$ cat src/logic/awc_pkg.sv
`default_nettype none
package awc_pkg;

  // ----------------------------------------------------------------
  // widths
  // ----------------------------------------------------------------
  localparam int ADDR_W = 8;
  localparam int DATA_W = 8;
  localparam int WORD_W = 16;
  localparam int RES_W  = 12;
  localparam int PAD_W  = WORD_W - RES_W;
  localparam int IRQ_N  = 2;

  // ----------------------------------------------------------------
  // register byte addresses
  // ----------------------------------------------------------------
  localparam logic [ADDR_W-1:0] ADDR_CTRL     = 8'h00;
  localparam logic [ADDR_W-1:0] ADDR_TRACK    = 8'h04;
  localparam logic [ADDR_W-1:0] ADDR_UPPER_HI = 8'h08;
  localparam logic [ADDR_W-1:0] ADDR_UPPER_LO = 8'h0C;
  localparam logic [ADDR_W-1:0] ADDR_LOWER_HI = 8'h10;
  localparam logic [ADDR_W-1:0] ADDR_LOWER_LO = 8'h14;
  localparam logic [ADDR_W-1:0] ADDR_CONV_HI  = 8'h18;
  localparam logic [ADDR_W-1:0] ADDR_CONV_LO  = 8'h1C;
  localparam logic [ADDR_W-1:0] ADDR_IRQ_STAT = 8'h20;
  localparam logic [ADDR_W-1:0] ADDR_IRQ_MASK = 8'h24;

  // ----------------------------------------------------------------
  // control register fields
  // ----------------------------------------------------------------
  localparam int CTL_EN    = 7;
  localparam int CTL_BURST = 6;
  localparam int CTL_DONE  = 5;
  localparam int CTL_BUSY  = 4;
  localparam int CTL_WIN   = 3;
  localparam int CTL_LJST  = 2;
  localparam int CTL_MODE  = 0;
  localparam int MODE_W    = 2;

  // flag vector / interrupt status bit positions
  localparam int IRQ_WIN  = 0;
  localparam int IRQ_DONE = 1;

  // ----------------------------------------------------------------
  // reset values
  // ----------------------------------------------------------------
  localparam logic [DATA_W-1:0] CTRL_RST  = 8'h00;
  localparam logic [DATA_W-1:0] TRACK_RST = 8'hFF;
  localparam logic [DATA_W-1:0] MASK_RST  = 8'h00;
  localparam logic [WORD_W-1:0] UPPER_RST = 16'hFFFF;
  localparam logic [WORD_W-1:0] LOWER_RST = 16'h0000;
  localparam logic [WORD_W-1:0] WORD_RST  = 16'h0000;

  // ----------------------------------------------------------------
  // carriers
  // ----------------------------------------------------------------
  typedef struct packed {
    logic [ADDR_W-1:0] addr;
    logic [DATA_W-1:0] wdata;
    logic              wr;
    logic              rd;
  } awc_bus_req_t;

  typedef struct packed {
    logic [WORD_W-1:0] upper;
    logic [WORD_W-1:0] lower;
  } awc_limits_t;

  typedef struct packed {
    logic             valid;
    logic [RES_W-1:0] result;
  } awc_conv_t;

  // place a raw result in the 16-bit word, right or left justified
  function automatic logic [WORD_W-1:0] awc_justify(input logic [RES_W-1:0] res, input logic left);
    awc_justify = left ? {res, {PAD_W{1'b0}}} : {{PAD_W{1'b0}}, res};
  endfunction

endpackage
`default_nettype wire

$ cat src/logic/awc_window_cmp.sv
`default_nettype none
module awc_window_cmp
  import awc_pkg::*;
(
  input  wire logic [awc_pkg::WORD_W-1:0] word_i,
  input  wire awc_pkg::awc_limits_t       limits_i,
  output logic                            inside_mode_o,
  output logic                            hit_o
);

  always_comb begin
    // mode comes only from the ordering of the two limits
    inside_mode_o = limits_i.upper < limits_i.lower;
    if (inside_mode_o) begin
      hit_o = (word_i > limits_i.upper) && (word_i < limits_i.lower);
    end else begin
      hit_o = (word_i < limits_i.lower) || (word_i > limits_i.upper);
    end
  end

endmodule
`default_nettype wire

$ cat src/logic/awc_sticky.sv
`default_nettype none
module awc_sticky #(
  parameter int W = 2
) (
  input  wire logic         clock_i,
  input  wire logic         srst_i,
  input  wire logic [W-1:0] set_i,
  input  wire logic [W-1:0] clr_i,
  output logic      [W-1:0] q_o
);

  logic [W-1:0] next_q;

  // set wins over a clear in the same cycle
  always_comb begin
    next_q = (q_o & ~clr_i) | set_i;
  end

  always_ff @(posedge clock_i) begin
    if (srst_i) begin
      q_o <= '0;
    end else begin
      q_o <= next_q;
    end
  end

endmodule
`default_nettype wire

$ cat src/logic/awc_top.sv
// Functional notes
// - every new conversion word is checked against both limits in hardware
// - window flag is readable in the control register for polling or interrupt
// - two 16-bit limits, each written as a high and a low byte register
// - upper limit below lower limit: flag when strictly between them
// - otherwise: flag when strictly below lower or strictly above upper
// - inside or outside mode follows only from the limit ordering
// - result is 12-bit unsigned, compared with no sign extension
// - limits compare against the word in its selected justification
//
// Strobed register access and the placing of the registers are this design's own decisions.
`default_nettype none
module awc_top
  import awc_pkg::*;
(
  input  wire logic                       clock_i,
  input  wire logic                       srst_i,
  input  wire awc_pkg::awc_bus_req_t      bus_i,
  output logic [awc_pkg::DATA_W-1:0]      rd_data_o,
  input  wire awc_pkg::awc_conv_t         conv_i,
  input  wire logic                       conv_busy_i,
  output logic                            conv_start_o,
  output logic                            converter_enable_o,
  output logic                            burst_mode_enable_o,
  output logic [awc_pkg::MODE_W-1:0]      start_mode_o,
  output logic [awc_pkg::DATA_W-1:0]      tracking_ctrl_o,
  output logic                            window_compare_flag_o,
  output logic                            irq_o
);

  // ----------------------------------------------------------------
  // address decode
  // ----------------------------------------------------------------
  function automatic logic wr_hit(input awc_bus_req_t b, input logic [ADDR_W-1:0] a);
    wr_hit = b.wr && (b.addr == a);
  endfunction

  function automatic logic rd_hit(input awc_bus_req_t b, input logic [ADDR_W-1:0] a);
    rd_hit = b.rd && (b.addr == a);
  endfunction

  // ----------------------------------------------------------------
  // configuration state
  // ----------------------------------------------------------------
  logic                converter_enable;
  logic                burst_mode_enable;
  logic                left_justify;
  logic [MODE_W-1:0]   start_mode;
  logic [DATA_W-1:0]   tracking_ctrl;
  logic [DATA_W-1:0]   irq_mask;
  awc_limits_t         limits;

  logic                next_converter_enable;
  logic                next_burst_mode_enable;
  logic                next_left_justify;
  logic [MODE_W-1:0]   next_start_mode;
  logic [DATA_W-1:0]   next_tracking_ctrl;
  logic [DATA_W-1:0]   next_irq_mask;
  awc_limits_t         next_limits;

  always_comb begin
    next_converter_enable  = converter_enable;
    next_burst_mode_enable = burst_mode_enable;
    next_left_justify      = left_justify;
    next_start_mode        = start_mode;
    next_tracking_ctrl     = tracking_ctrl;
    next_irq_mask          = irq_mask;
    next_limits            = limits;
    if (wr_hit(bus_i, ADDR_CTRL)) begin
      next_converter_enable  = bus_i.wdata[CTL_EN];
      next_burst_mode_enable = bus_i.wdata[CTL_BURST];
      next_left_justify      = bus_i.wdata[CTL_LJST];
      next_start_mode        = bus_i.wdata[CTL_MODE +: MODE_W];
    end
    if (wr_hit(bus_i, ADDR_TRACK)) begin
      next_tracking_ctrl = bus_i.wdata;
    end
    if (wr_hit(bus_i, ADDR_IRQ_MASK)) begin
      next_irq_mask = bus_i.wdata;
    end
    // each 16-bit limit is loaded one byte at a time
    if (wr_hit(bus_i, ADDR_UPPER_HI)) begin
      next_limits.upper[WORD_W-1:DATA_W] = bus_i.wdata;
    end
    if (wr_hit(bus_i, ADDR_UPPER_LO)) begin
      next_limits.upper[DATA_W-1:0] = bus_i.wdata;
    end
    if (wr_hit(bus_i, ADDR_LOWER_HI)) begin
      next_limits.lower[WORD_W-1:DATA_W] = bus_i.wdata;
    end
    if (wr_hit(bus_i, ADDR_LOWER_LO)) begin
      next_limits.lower[DATA_W-1:0] = bus_i.wdata;
    end
  end

  always_ff @(posedge clock_i) begin
    if (srst_i) begin
      converter_enable  <= CTRL_RST[CTL_EN];
      burst_mode_enable <= CTRL_RST[CTL_BURST];
      left_justify      <= CTRL_RST[CTL_LJST];
      start_mode        <= CTRL_RST[CTL_MODE +: MODE_W];
      tracking_ctrl     <= TRACK_RST;
      irq_mask          <= MASK_RST;
      limits.upper      <= UPPER_RST;
      limits.lower      <= LOWER_RST;
    end else begin
      converter_enable  <= next_converter_enable;
      burst_mode_enable <= next_burst_mode_enable;
      left_justify      <= next_left_justify;
      start_mode        <= next_start_mode;
      tracking_ctrl     <= next_tracking_ctrl;
      irq_mask          <= next_irq_mask;
      limits            <= next_limits;
    end
  end

  // ----------------------------------------------------------------
  // conversion capture and window compare
  // ----------------------------------------------------------------
  logic [WORD_W-1:0] new_word;
  logic [WORD_W-1:0] conv_word;
  logic [WORD_W-1:0] next_conv_word;
  logic              new_conv;
  logic              win_hit;

  always_comb begin
    // unsigned 12-bit result placed per the justification bit
    new_word       = awc_justify(conv_i.result, left_justify);
    new_conv       = conv_i.valid && converter_enable;
    next_conv_word = new_conv ? new_word : conv_word;
  end

  always_ff @(posedge clock_i) begin
    if (srst_i) begin
      conv_word <= WORD_RST;
    end else begin
      conv_word <= next_conv_word;
    end
  end

  // compare the word as it enters the output register pair
  awc_window_cmp u_cmp (
    .word_i        (new_word),
    .limits_i      (limits),
    .inside_mode_o (),
    .hit_o         (win_hit)
  );

  // ----------------------------------------------------------------
  // event flags and interrupt status
  // ----------------------------------------------------------------
  logic [IRQ_N-1:0] events;
  logic [IRQ_N-1:0] ctl_flags;
  logic [IRQ_N-1:0] ctl_clr;
  logic [IRQ_N-1:0] irq_stat;
  logic [IRQ_N-1:0] stat_clr;

  always_comb begin
    events           = '0;
    events[IRQ_WIN]  = new_conv && win_hit;
    events[IRQ_DONE] = new_conv;
    ctl_clr          = '0;
    // writing zero clears a flag, writing one leaves it alone
    if (wr_hit(bus_i, ADDR_CTRL)) begin
      ctl_clr[IRQ_WIN]  = ~bus_i.wdata[CTL_WIN];
      ctl_clr[IRQ_DONE] = ~bus_i.wdata[CTL_DONE];
    end
    stat_clr = rd_hit(bus_i, ADDR_IRQ_STAT) ? {IRQ_N{1'b1}} : {IRQ_N{1'b0}};
  end

  awc_sticky #(.W(IRQ_N)) u_ctl_flags (
    .clock_i (clock_i),
    .srst_i  (srst_i),
    .set_i   (events),
    .clr_i   (ctl_clr),
    .q_o     (ctl_flags)
  );

  awc_sticky #(.W(IRQ_N)) u_irq_stat (
    .clock_i (clock_i),
    .srst_i  (srst_i),
    .set_i   (events),
    .clr_i   (stat_clr),
    .q_o     (irq_stat)
  );

  // ----------------------------------------------------------------
  // read data and registered outputs
  // ----------------------------------------------------------------
  logic [DATA_W-1:0] ctrl_view;
  logic [DATA_W-1:0] next_rd_data;
  logic              next_conv_start;
  logic              next_irq;
  logic [IRQ_N-1:0]  next_stat;

  always_comb begin
    ctrl_view                        = '0;
    ctrl_view[CTL_EN]                = converter_enable;
    ctrl_view[CTL_BURST]             = burst_mode_enable;
    ctrl_view[CTL_DONE]              = ctl_flags[IRQ_DONE];
    ctrl_view[CTL_BUSY]              = conv_busy_i;
    ctrl_view[CTL_WIN]               = ctl_flags[IRQ_WIN];
    ctrl_view[CTL_LJST]              = left_justify;
    ctrl_view[CTL_MODE +: MODE_W]    = start_mode;
    next_rd_data = '0;
    if (bus_i.rd) begin
      case (bus_i.addr)
        ADDR_CTRL:     next_rd_data = ctrl_view;
        ADDR_TRACK:    next_rd_data = tracking_ctrl;
        ADDR_UPPER_HI: next_rd_data = limits.upper[WORD_W-1:DATA_W];
        ADDR_UPPER_LO: next_rd_data = limits.upper[DATA_W-1:0];
        ADDR_LOWER_HI: next_rd_data = limits.lower[WORD_W-1:DATA_W];
        ADDR_LOWER_LO: next_rd_data = limits.lower[DATA_W-1:0];
        ADDR_CONV_HI:  next_rd_data = conv_word[WORD_W-1:DATA_W];
        ADDR_CONV_LO:  next_rd_data = conv_word[DATA_W-1:0];
        ADDR_IRQ_STAT: next_rd_data = {{(DATA_W-IRQ_N){1'b0}}, irq_stat};
        ADDR_IRQ_MASK: next_rd_data = irq_mask;
        default:       next_rd_data = '0;
      endcase
    end
    // a one written to the busy bit starts a conversion when the same write also sets the enable bit
    next_conv_start = wr_hit(bus_i, ADDR_CTRL) && bus_i.wdata[CTL_BUSY] && bus_i.wdata[CTL_EN];
    // irq follows the status value being registered this edge
    next_stat = (irq_stat & ~stat_clr) | events;
    next_irq  = |(next_stat & next_irq_mask[IRQ_N-1:0]);
  end

  always_ff @(posedge clock_i) begin
    if (srst_i) begin
      rd_data_o    <= '0;
      conv_start_o <= 1'b0;
      irq_o        <= 1'b0;
    end else begin
      rd_data_o    <= next_rd_data;
      conv_start_o <= next_conv_start;
      irq_o        <= next_irq;
    end
  end

  // ----------------------------------------------------------------
  // mirrored configuration outputs
  // ----------------------------------------------------------------
  always_comb begin
    converter_enable_o    = converter_enable;
    burst_mode_enable_o   = burst_mode_enable;
    start_mode_o          = start_mode;
    tracking_ctrl_o       = tracking_ctrl;
    window_compare_flag_o = ctl_flags[IRQ_WIN];
  end

endmodule
`default_nettype wire

$ cat config.mk
export PLATFORM = sky130hd
export DESIGN_NAME = awc_top
export DESIGN_NICKNAME = d
export VERILOG_FILES = /design/src/logic/awc_pkg.sv /design/src/logic/awc_window_cmp.sv /design/src/logic/awc_sticky.sv /design/src/logic/awc_top.sv
export SDC_FILE = /design/constraint.sdc
export NUM_CORES = 1
export LEC_CHECK = 0
export BUFFER_PORTS_ARGS = -buffer_cell sky130_fd_sc_hd__buf_2
export CORE_MARGIN = 2
export CORE_UTILIZATION = 39
export DETAILED_ROUTE_END_ITERATION = 6
export GPL_TIMING_DRIVEN = 0
export SLEW_MARGIN = 20
export SYNTH_ARGS = -nofsm -noshare
export SYNTH_HDL_FRONTEND = slang
export SYNTH_SLANG_ARGS = --single-unit
$ cat constraint.sdc
create_clock -name clock_i -period 7.95 [get_ports clock_i]
set_input_delay 1.59 -clock clock_i [delete_from_list [all_inputs] [get_ports clock_i]]
set_output_delay 1.59 -clock clock_i [all_outputs]
set_load 0.01 [all_outputs]
; Word level (Yosys, flattened, before mapping)
; Cells that the tools add are included.
[totals]
output_inout_bits = 23
regBits = 83
in_bits = 34
word_cells = 62
[op_classes]
muxes = 6
n_lt_le_gt_ge = 3
n_bitwise = 10
reduce_logical = 17
n_eq_ne = 9
[op_table]
columns = operator, n
row1 = 8-bit case mux with 10 select lines, 1
row2 = 8-bit by 5-bit == test with 1-bit output (second input constant), 4
row3 = 16-bit < comparator, 2
row4 = 8-bit by 4-bit == test with 1-bit output (second input constant), 2
row5 = 8-bit by 6-bit == test with 1-bit output (second input constant), 2
row6 = 16-bit greater-than comparator, 1
row7 = 16-bit two-way mux, 1
row8 = 1-bit logical AND, 13
row9 = 8-bit by 3-bit == test with 1-bit output (second input constant), 1
row10 = 8-bit zero test, 1
row11 = 2-bit AND, 3
row12 = 2-bit two-way mux, 3
row13 = 2-bit inverter, 2
row14 = 2-bit bitwise OR, 2
row15 = 2-bit OR reduction, 2
row16 = 1-bit inverter, 3
row17 = 1-bit logical OR, 1
row18 = 1-bit two-way mux, 1

; Depth between registers and ports, before layout
[depth]
word_depth = 8
depth_mapped = 11

; Cells and area by module
; Synthesis repeated with hierarchy kept, for this count alone.
[unflattened]
cells_unflattened = 588
area_unflattened_um2 = 4978.5
[modules_own_cells]
columns = module, area_per_inst_um2, seq_area_each_um2, cells_each, instances
row1 = awc_top, 3722.3, 1581.5, 425, 1
row2 = awc_window_cmp, 1116.1, 0.0, 147, 1
row3 = awc_sticky, 70.1, 40.0, 8, 2

; Worst setup path after synthesis
; OpenSTA, ideal clock, no wires.
[synth_timing]
path_type = input -> register
startpoint = input port conv_i[3] (netlist bit)
endpoint = register u_irq_stat.q_o[0]
setup_time_ns = 0.133
t_required_ns = 7.817
setup_slack_ns = 4.587
cell_stages = 9
path_buffers = 0
arrival_time_ns = 3.231
path_cell_list = mux2_2 > ha_1 > and3_1 > nand4_1 > nor4b_1 > nor2_1 > o2bb2ai_1 > o21ai_1 > a31oi_1
[synth_via]
elab_chain_len = 6
word_cells_on_any_way = 8
classes_between = order compare: 2 / mux: 2 / bitwise: 1 / reduce/logical: 3
[synth_rtl]
columns = item, line_no
row1 = from (decl), awc_top.sv:20  ; input wire awc_pkg::awc_conv_t conv_i,
row2 = 16-bit two-way mux *, awc_pkg.sv:76  ; awc_justify = left ? {res, {PAD_W{1'b0}}} : {{PAD_W{1'b0}}, res};
row3 = 16-bit < comparator or 16-bit greater-than comparator (tied branches), "awc_window_cmp.sv:15, awc_window_cmp.sv:17"
row4 = 1-bit logical OR or 1-bit logical AND (tied branches), "awc_window_cmp.sv:17, awc_window_cmp.sv:15"
row5 = 1-bit two-way mux *, awc_window_cmp.sv:14  ; if (inside_mode_o) begin
row6 = 1-bit logical AND *, awc_top.sv:160  ; events[IRQ_WIN] = new_conv && win_hit;
row7 = 2-bit bitwise OR *, awc_sticky.sv:16  ; next_q = (q_o & ~clr_i) | set_i;
row8 = to (signal assigned), awc_sticky.sv:23  ; q_o <= next_q;
row9 = to (decl), awc_sticky.sv:9  ; output logic [W-1:0] q_o
; Mark *: on every way between the ends. The rest lies on a longest branch, timed or not.
; A chain may end at the register's enable or synchronous reset.

; Final worst setup path
[layout_timing]
startpoint = input port conv_i[9] (netlist bit)
endpoint = register irq_o
[layout_via]
elab_chain_len = 8
word_cells_on_any_way = 10
classes_between = order compare: 2 / mux: 2 / bitwise: 2 / reduce/logical: 4
[layout_rtl]
columns = item, line_no
row1 = 16-bit two-way mux *, awc_pkg.sv:76
row2 = named net new_word[13], awc_top.sv:120  ; logic [WORD_W-1:0] new_word;
row3 = 16-bit < comparator or 16-bit greater-than comparator (tied branches), "awc_window_cmp.sv:15, awc_window_cmp.sv:17"
row4 = 1-bit logical OR or 1-bit logical AND (tied branches), "awc_window_cmp.sv:17, awc_window_cmp.sv:15"
row5 = 1-bit two-way mux *, awc_window_cmp.sv:14
row6 = 1-bit logical AND *, awc_top.sv:160
row7 = 2-bit bitwise OR *, awc_top.sv:224  ; next_stat = (irq_stat & ~stat_clr) | events;
row8 = 2-bit AND *, awc_top.sv:225  ; next_irq = |(next_stat & next_irq_mask[IRQ_N-1:0]);
row9 = 2-bit OR reduction *, awc_top.sv:225
row10 = to (signal assigned), awc_top.sv:236  ; irq_o <= next_irq;
row11 = to (decl), awc_top.sv:28  ; output logic irq_o
; Mark *: on every way through the listed nets, which the timed path passes. The rest lies on a longest branch.

==> results.cfg <==
[worst_setup_path]
regToRegStartpoint = left_justify
max_stage_delay_ns = 0.86
cpLargestDelayFamily = compound AO/OA/AOI/OAI gates
regToRegEndpoint = irq_o
critPathLaunchType = input port
path_class = in2reg
end_kind = flip-flop
critPathMaxFanout = 3
rrSetupSlack_ns = 4.41
worstPathRequired_ns = 8.21
cp.buffers_inverters = 1
cp_slowest_cell = a2111oi_0
reg2reg_depth = 11
path_cells = buf_2 -> and2_1 -> ha_1 -> a21oi_1 -> nor2_1 -> a2111oi_0 -> o211ai_1 -> nand2_1 -> a31oi_1 -> o31ai_1
arrival_ns = 4.05

[global_route]
grt_pass1_wl_mm = 25.5
grt_pass1_vias = 4456
gr-usage-all-layers_pct = 26.6
grt_overflow_total = 0
antenna_found_initial = 0
grt_max_degree = 13

[timing]
setup-violations-final = 0
finalHoldViolCount = 0
fmax_mhz = 264
fin_crit_sh_pct = 47.7
final.min_clock_period_ns = 3.79
grt_setup_unrepaired = no
slew_viol_final = 0
finClkSkew_ns = 0.00865
tightestPinTransition_ns = 1.01
tns_ns = 0
setup_ws_ns = 4.16
relSlewSlack_pct = 30.8

[cts]
ctsHoldBuffers = 0
clockBufferDepth = 2
cts_setup_buffers = 0
cts-root-buf = clkbuf_16
clkTransAtPathRegs_ns = 0.06
cts_tree = built
cts_resized = 0
h-tree-depth = 3
clkSinkCount = 83
insertion_delay_ns = 0.35
numCtsBuffers = 9

[logic_synthesis]
yosys_warnings = 0
synthArstFlopShare_pct = 0
yosysMostFrequentCell = nand2_1
ys_seq_area_share_pct = 35.5
ys_seq_elements = 83
synthCells = 575
synth.area.top_cells = dfxtp_1 (36%), ha_1 (11%), nand2_1 (7.2%)
synthFlopType = dfxtp_1
synth_fp_nets = 652
synth_top_area_share_pct = 35.5
yosysUniqueCellTypes = 54
synth.top_cells.by_count = nand2_1 (90), dfxtp_1 (83), a21oi_1 (47), nand3_1 (46), nor2_1 (46)
synth_area_sq_um = 4680
syn_avg_cell_area_sq_um = 8.14
synth_edf_count = 0
synth_top_cell_by_area = dfxtp_1

[finish]
area_growth_pct = 16.2
antenna_cells = 0
drive_above_1_share_pct = 14.0
fin_nets = 718

[route]
wire_per_inst_um = 21.3
route.vias.total = 4679
drt_iter0_markers = 479
drtAntennaViolNets = 0
avgViaCountPerCell = 5.92
wirelength_mm = 16.9
drc = 0
dr.pass1.iters = 6

[power_and_ir_drop]
p_comb_share_pct = 6.8
p_per_area_nw_per_um2 = 169
seq_power_share_pct = 45.4
intPower_w = 0.000707
power_frac_clock_pct = 47.8
switching_share_pct = 23.0
leakagePower_nw = 2.20
ir_drop_uv = 109
switchingPower_w = 0.000212

[place]
hpwl_mm = 12.9
io_buffers = 55
routabilityCongestion = 0.930
pre_cts_ws_ns = 3.89

[floorplan]
ioPinCount = 57
start_util_pct = 39.5
die_h_um = 114
die_x_um = 114
core-area_sq_um = 11900
die-area_sq_um = 12900
rows = 40

[job]
drv_cap = 0

[min_path]
worstHoldStart = irq_mask[5]
worstHoldPathCells = 2
hold_path_end = irq_mask[5]
hp-class = reg2reg

[outcome]
status = completed
[layout by cell type, fill, tap and decap left out, types with 5 or more instances in the layout]
| cell | n |
|---|---|
| nand2_1 | 90 |
| dfxtp_1 | 83 |
| buf_2 | 61 |
| a21oi_1 | 47 |
| nor2_1 | 46 |
| nand3_1 | 46 |
| ha_1 | 43 |
| inv_1 | 32 |
| o21ai_0 | 19 |
| clkbuf_1 | 17 |
| a31oi_1 | 11 |
| nor3_1 | 10 |
| a22o_1 | 9 |
| clkbuf_16 | 9 |
| nor2b_1 | 8 |
| mux2_2 | 8 |
| a221oi_1 | 8 |
| mux2i_1 | 8 |
| a222oi_1 | 8 |
| o211ai_1 | 7 |
| a211o_1 | 7 |
| and2_1 | 6 |
| nand4_1 | 5 |
[cell type report]
cell class | instances | area (sq um)
plain buffers | 24 | 101
clock buffers | 11 | 233
clock inverters | 3 | 65.1
fillers | 1213 | 6420
inverters | 33 | 124
multi-input cells | 435 | 2790
flip-flops and latches | 83 | 1660
well taps | 147 | 184
repair buffers | 55 | 275
[state kept, by name, summed over array words and instances (netlist names)]
register,flops
tracking_ctrl_o,8
conv_start_o,1
rd_data_o,8
u_irq_stat.q_o,2
conv_word,16
irq_mask,8
left_justify,1
limits,32
converter_enable_o,1
burst_mode_enable_o,1
u_ctl_flags.q_o,2
start_mode_o,2
irq_o,1
[power by group through the flow]
| stage | registers (W) | logic [W] | clock network [W] |
|---|---|---|---|
| floorplan | 0.000426 | 0.0000286 | 0 |
| global placement | 0.000426 | 0.0000598 | 0 |
| detailed placement | 0.000426 | 0.0000615 | 0 |
| CTS | 0.000417 | 0.0000619 | 0.000440 |
| global route | 0.000417 | 0.0000673 | 0.000453 |
| finish | 0.000417 | 0.0000627 | 0.000439 |
[metal layers]
| metal | vias to the layer above | routed length [um] | GRT usage (%) |
|---|---|---|---|
| li1 | 2215 | - | - |
| met1 | 2190 | 7570 | 36.5 |
| met2 | 228 | 7320 | 41.0 |
| met3 | 46 | 1280 | 4.41 |
| met4 | 0 | 692 | 12.3 |
| met5 | - | 0 | 0 |
[stage by stage]
stage,cell area [sq um],hold slack [ns],util (%),cells,total power [W]
2_1_floorplan,4680,0.436,-,575,0.000455
3_3_place_gp,5140,0.446,43.3,777,0.000486
3_5_place_dp,5140,0.450,43.3,777,0.000488
4_1_cts,5440,0.458,45.8,791,0.000919
5_1_grt,5440,0.470,45.8,791,0.000937
6_report,5440,0.458,45.8,791,0.000918
[worst max path at each step]
stage / startpoint / to / slack [ns] / depth (start not counted)
global route: conv_i[9] / irq_o / 4.08 / 10
detailed placement: conv_i[9] / irq_o / 3.89 / 10
floorplan: conv_i[3] / u_irq_stat.q_o[0] / 4.59 / 9
global placement: conv_i[9] / irq_o / 3.91 / 10
CTS: conv_i[9] / irq_o / 4.26 / 10
finish: conv_i[9] / irq_o / 4.16 / 10
[logic make-up after synthesis]
kind of cell,count (synthesis),synth area share (%)
multiplexers,16,3.64
buffers and inverters,57,4.81
AO/OA/AOI/OAI,135,19.2
XOR/XNOR,2,0.374
flip-flops,83,35.5
AND/OR/NAND/NOR,239,25.0
adder cells (fa/ha/maj),43,11.5
[worst register-to-register path, cell delays in order, from the launching register on]
cell	delay, ns
dfxtp_1	0.35
buf_2	0.24
clkbuf_1	0.46
and2_1	0.29
ha_1	0.27
a21oi_1	0.14
nor2_1	0.05
a2111oi_0	0.86
o211ai_1	0.29
nand2_1	0.21
a31oi_1	0.06
o31ai_1	0.25
Note: power is estimated with default switching activity, not from simulation.
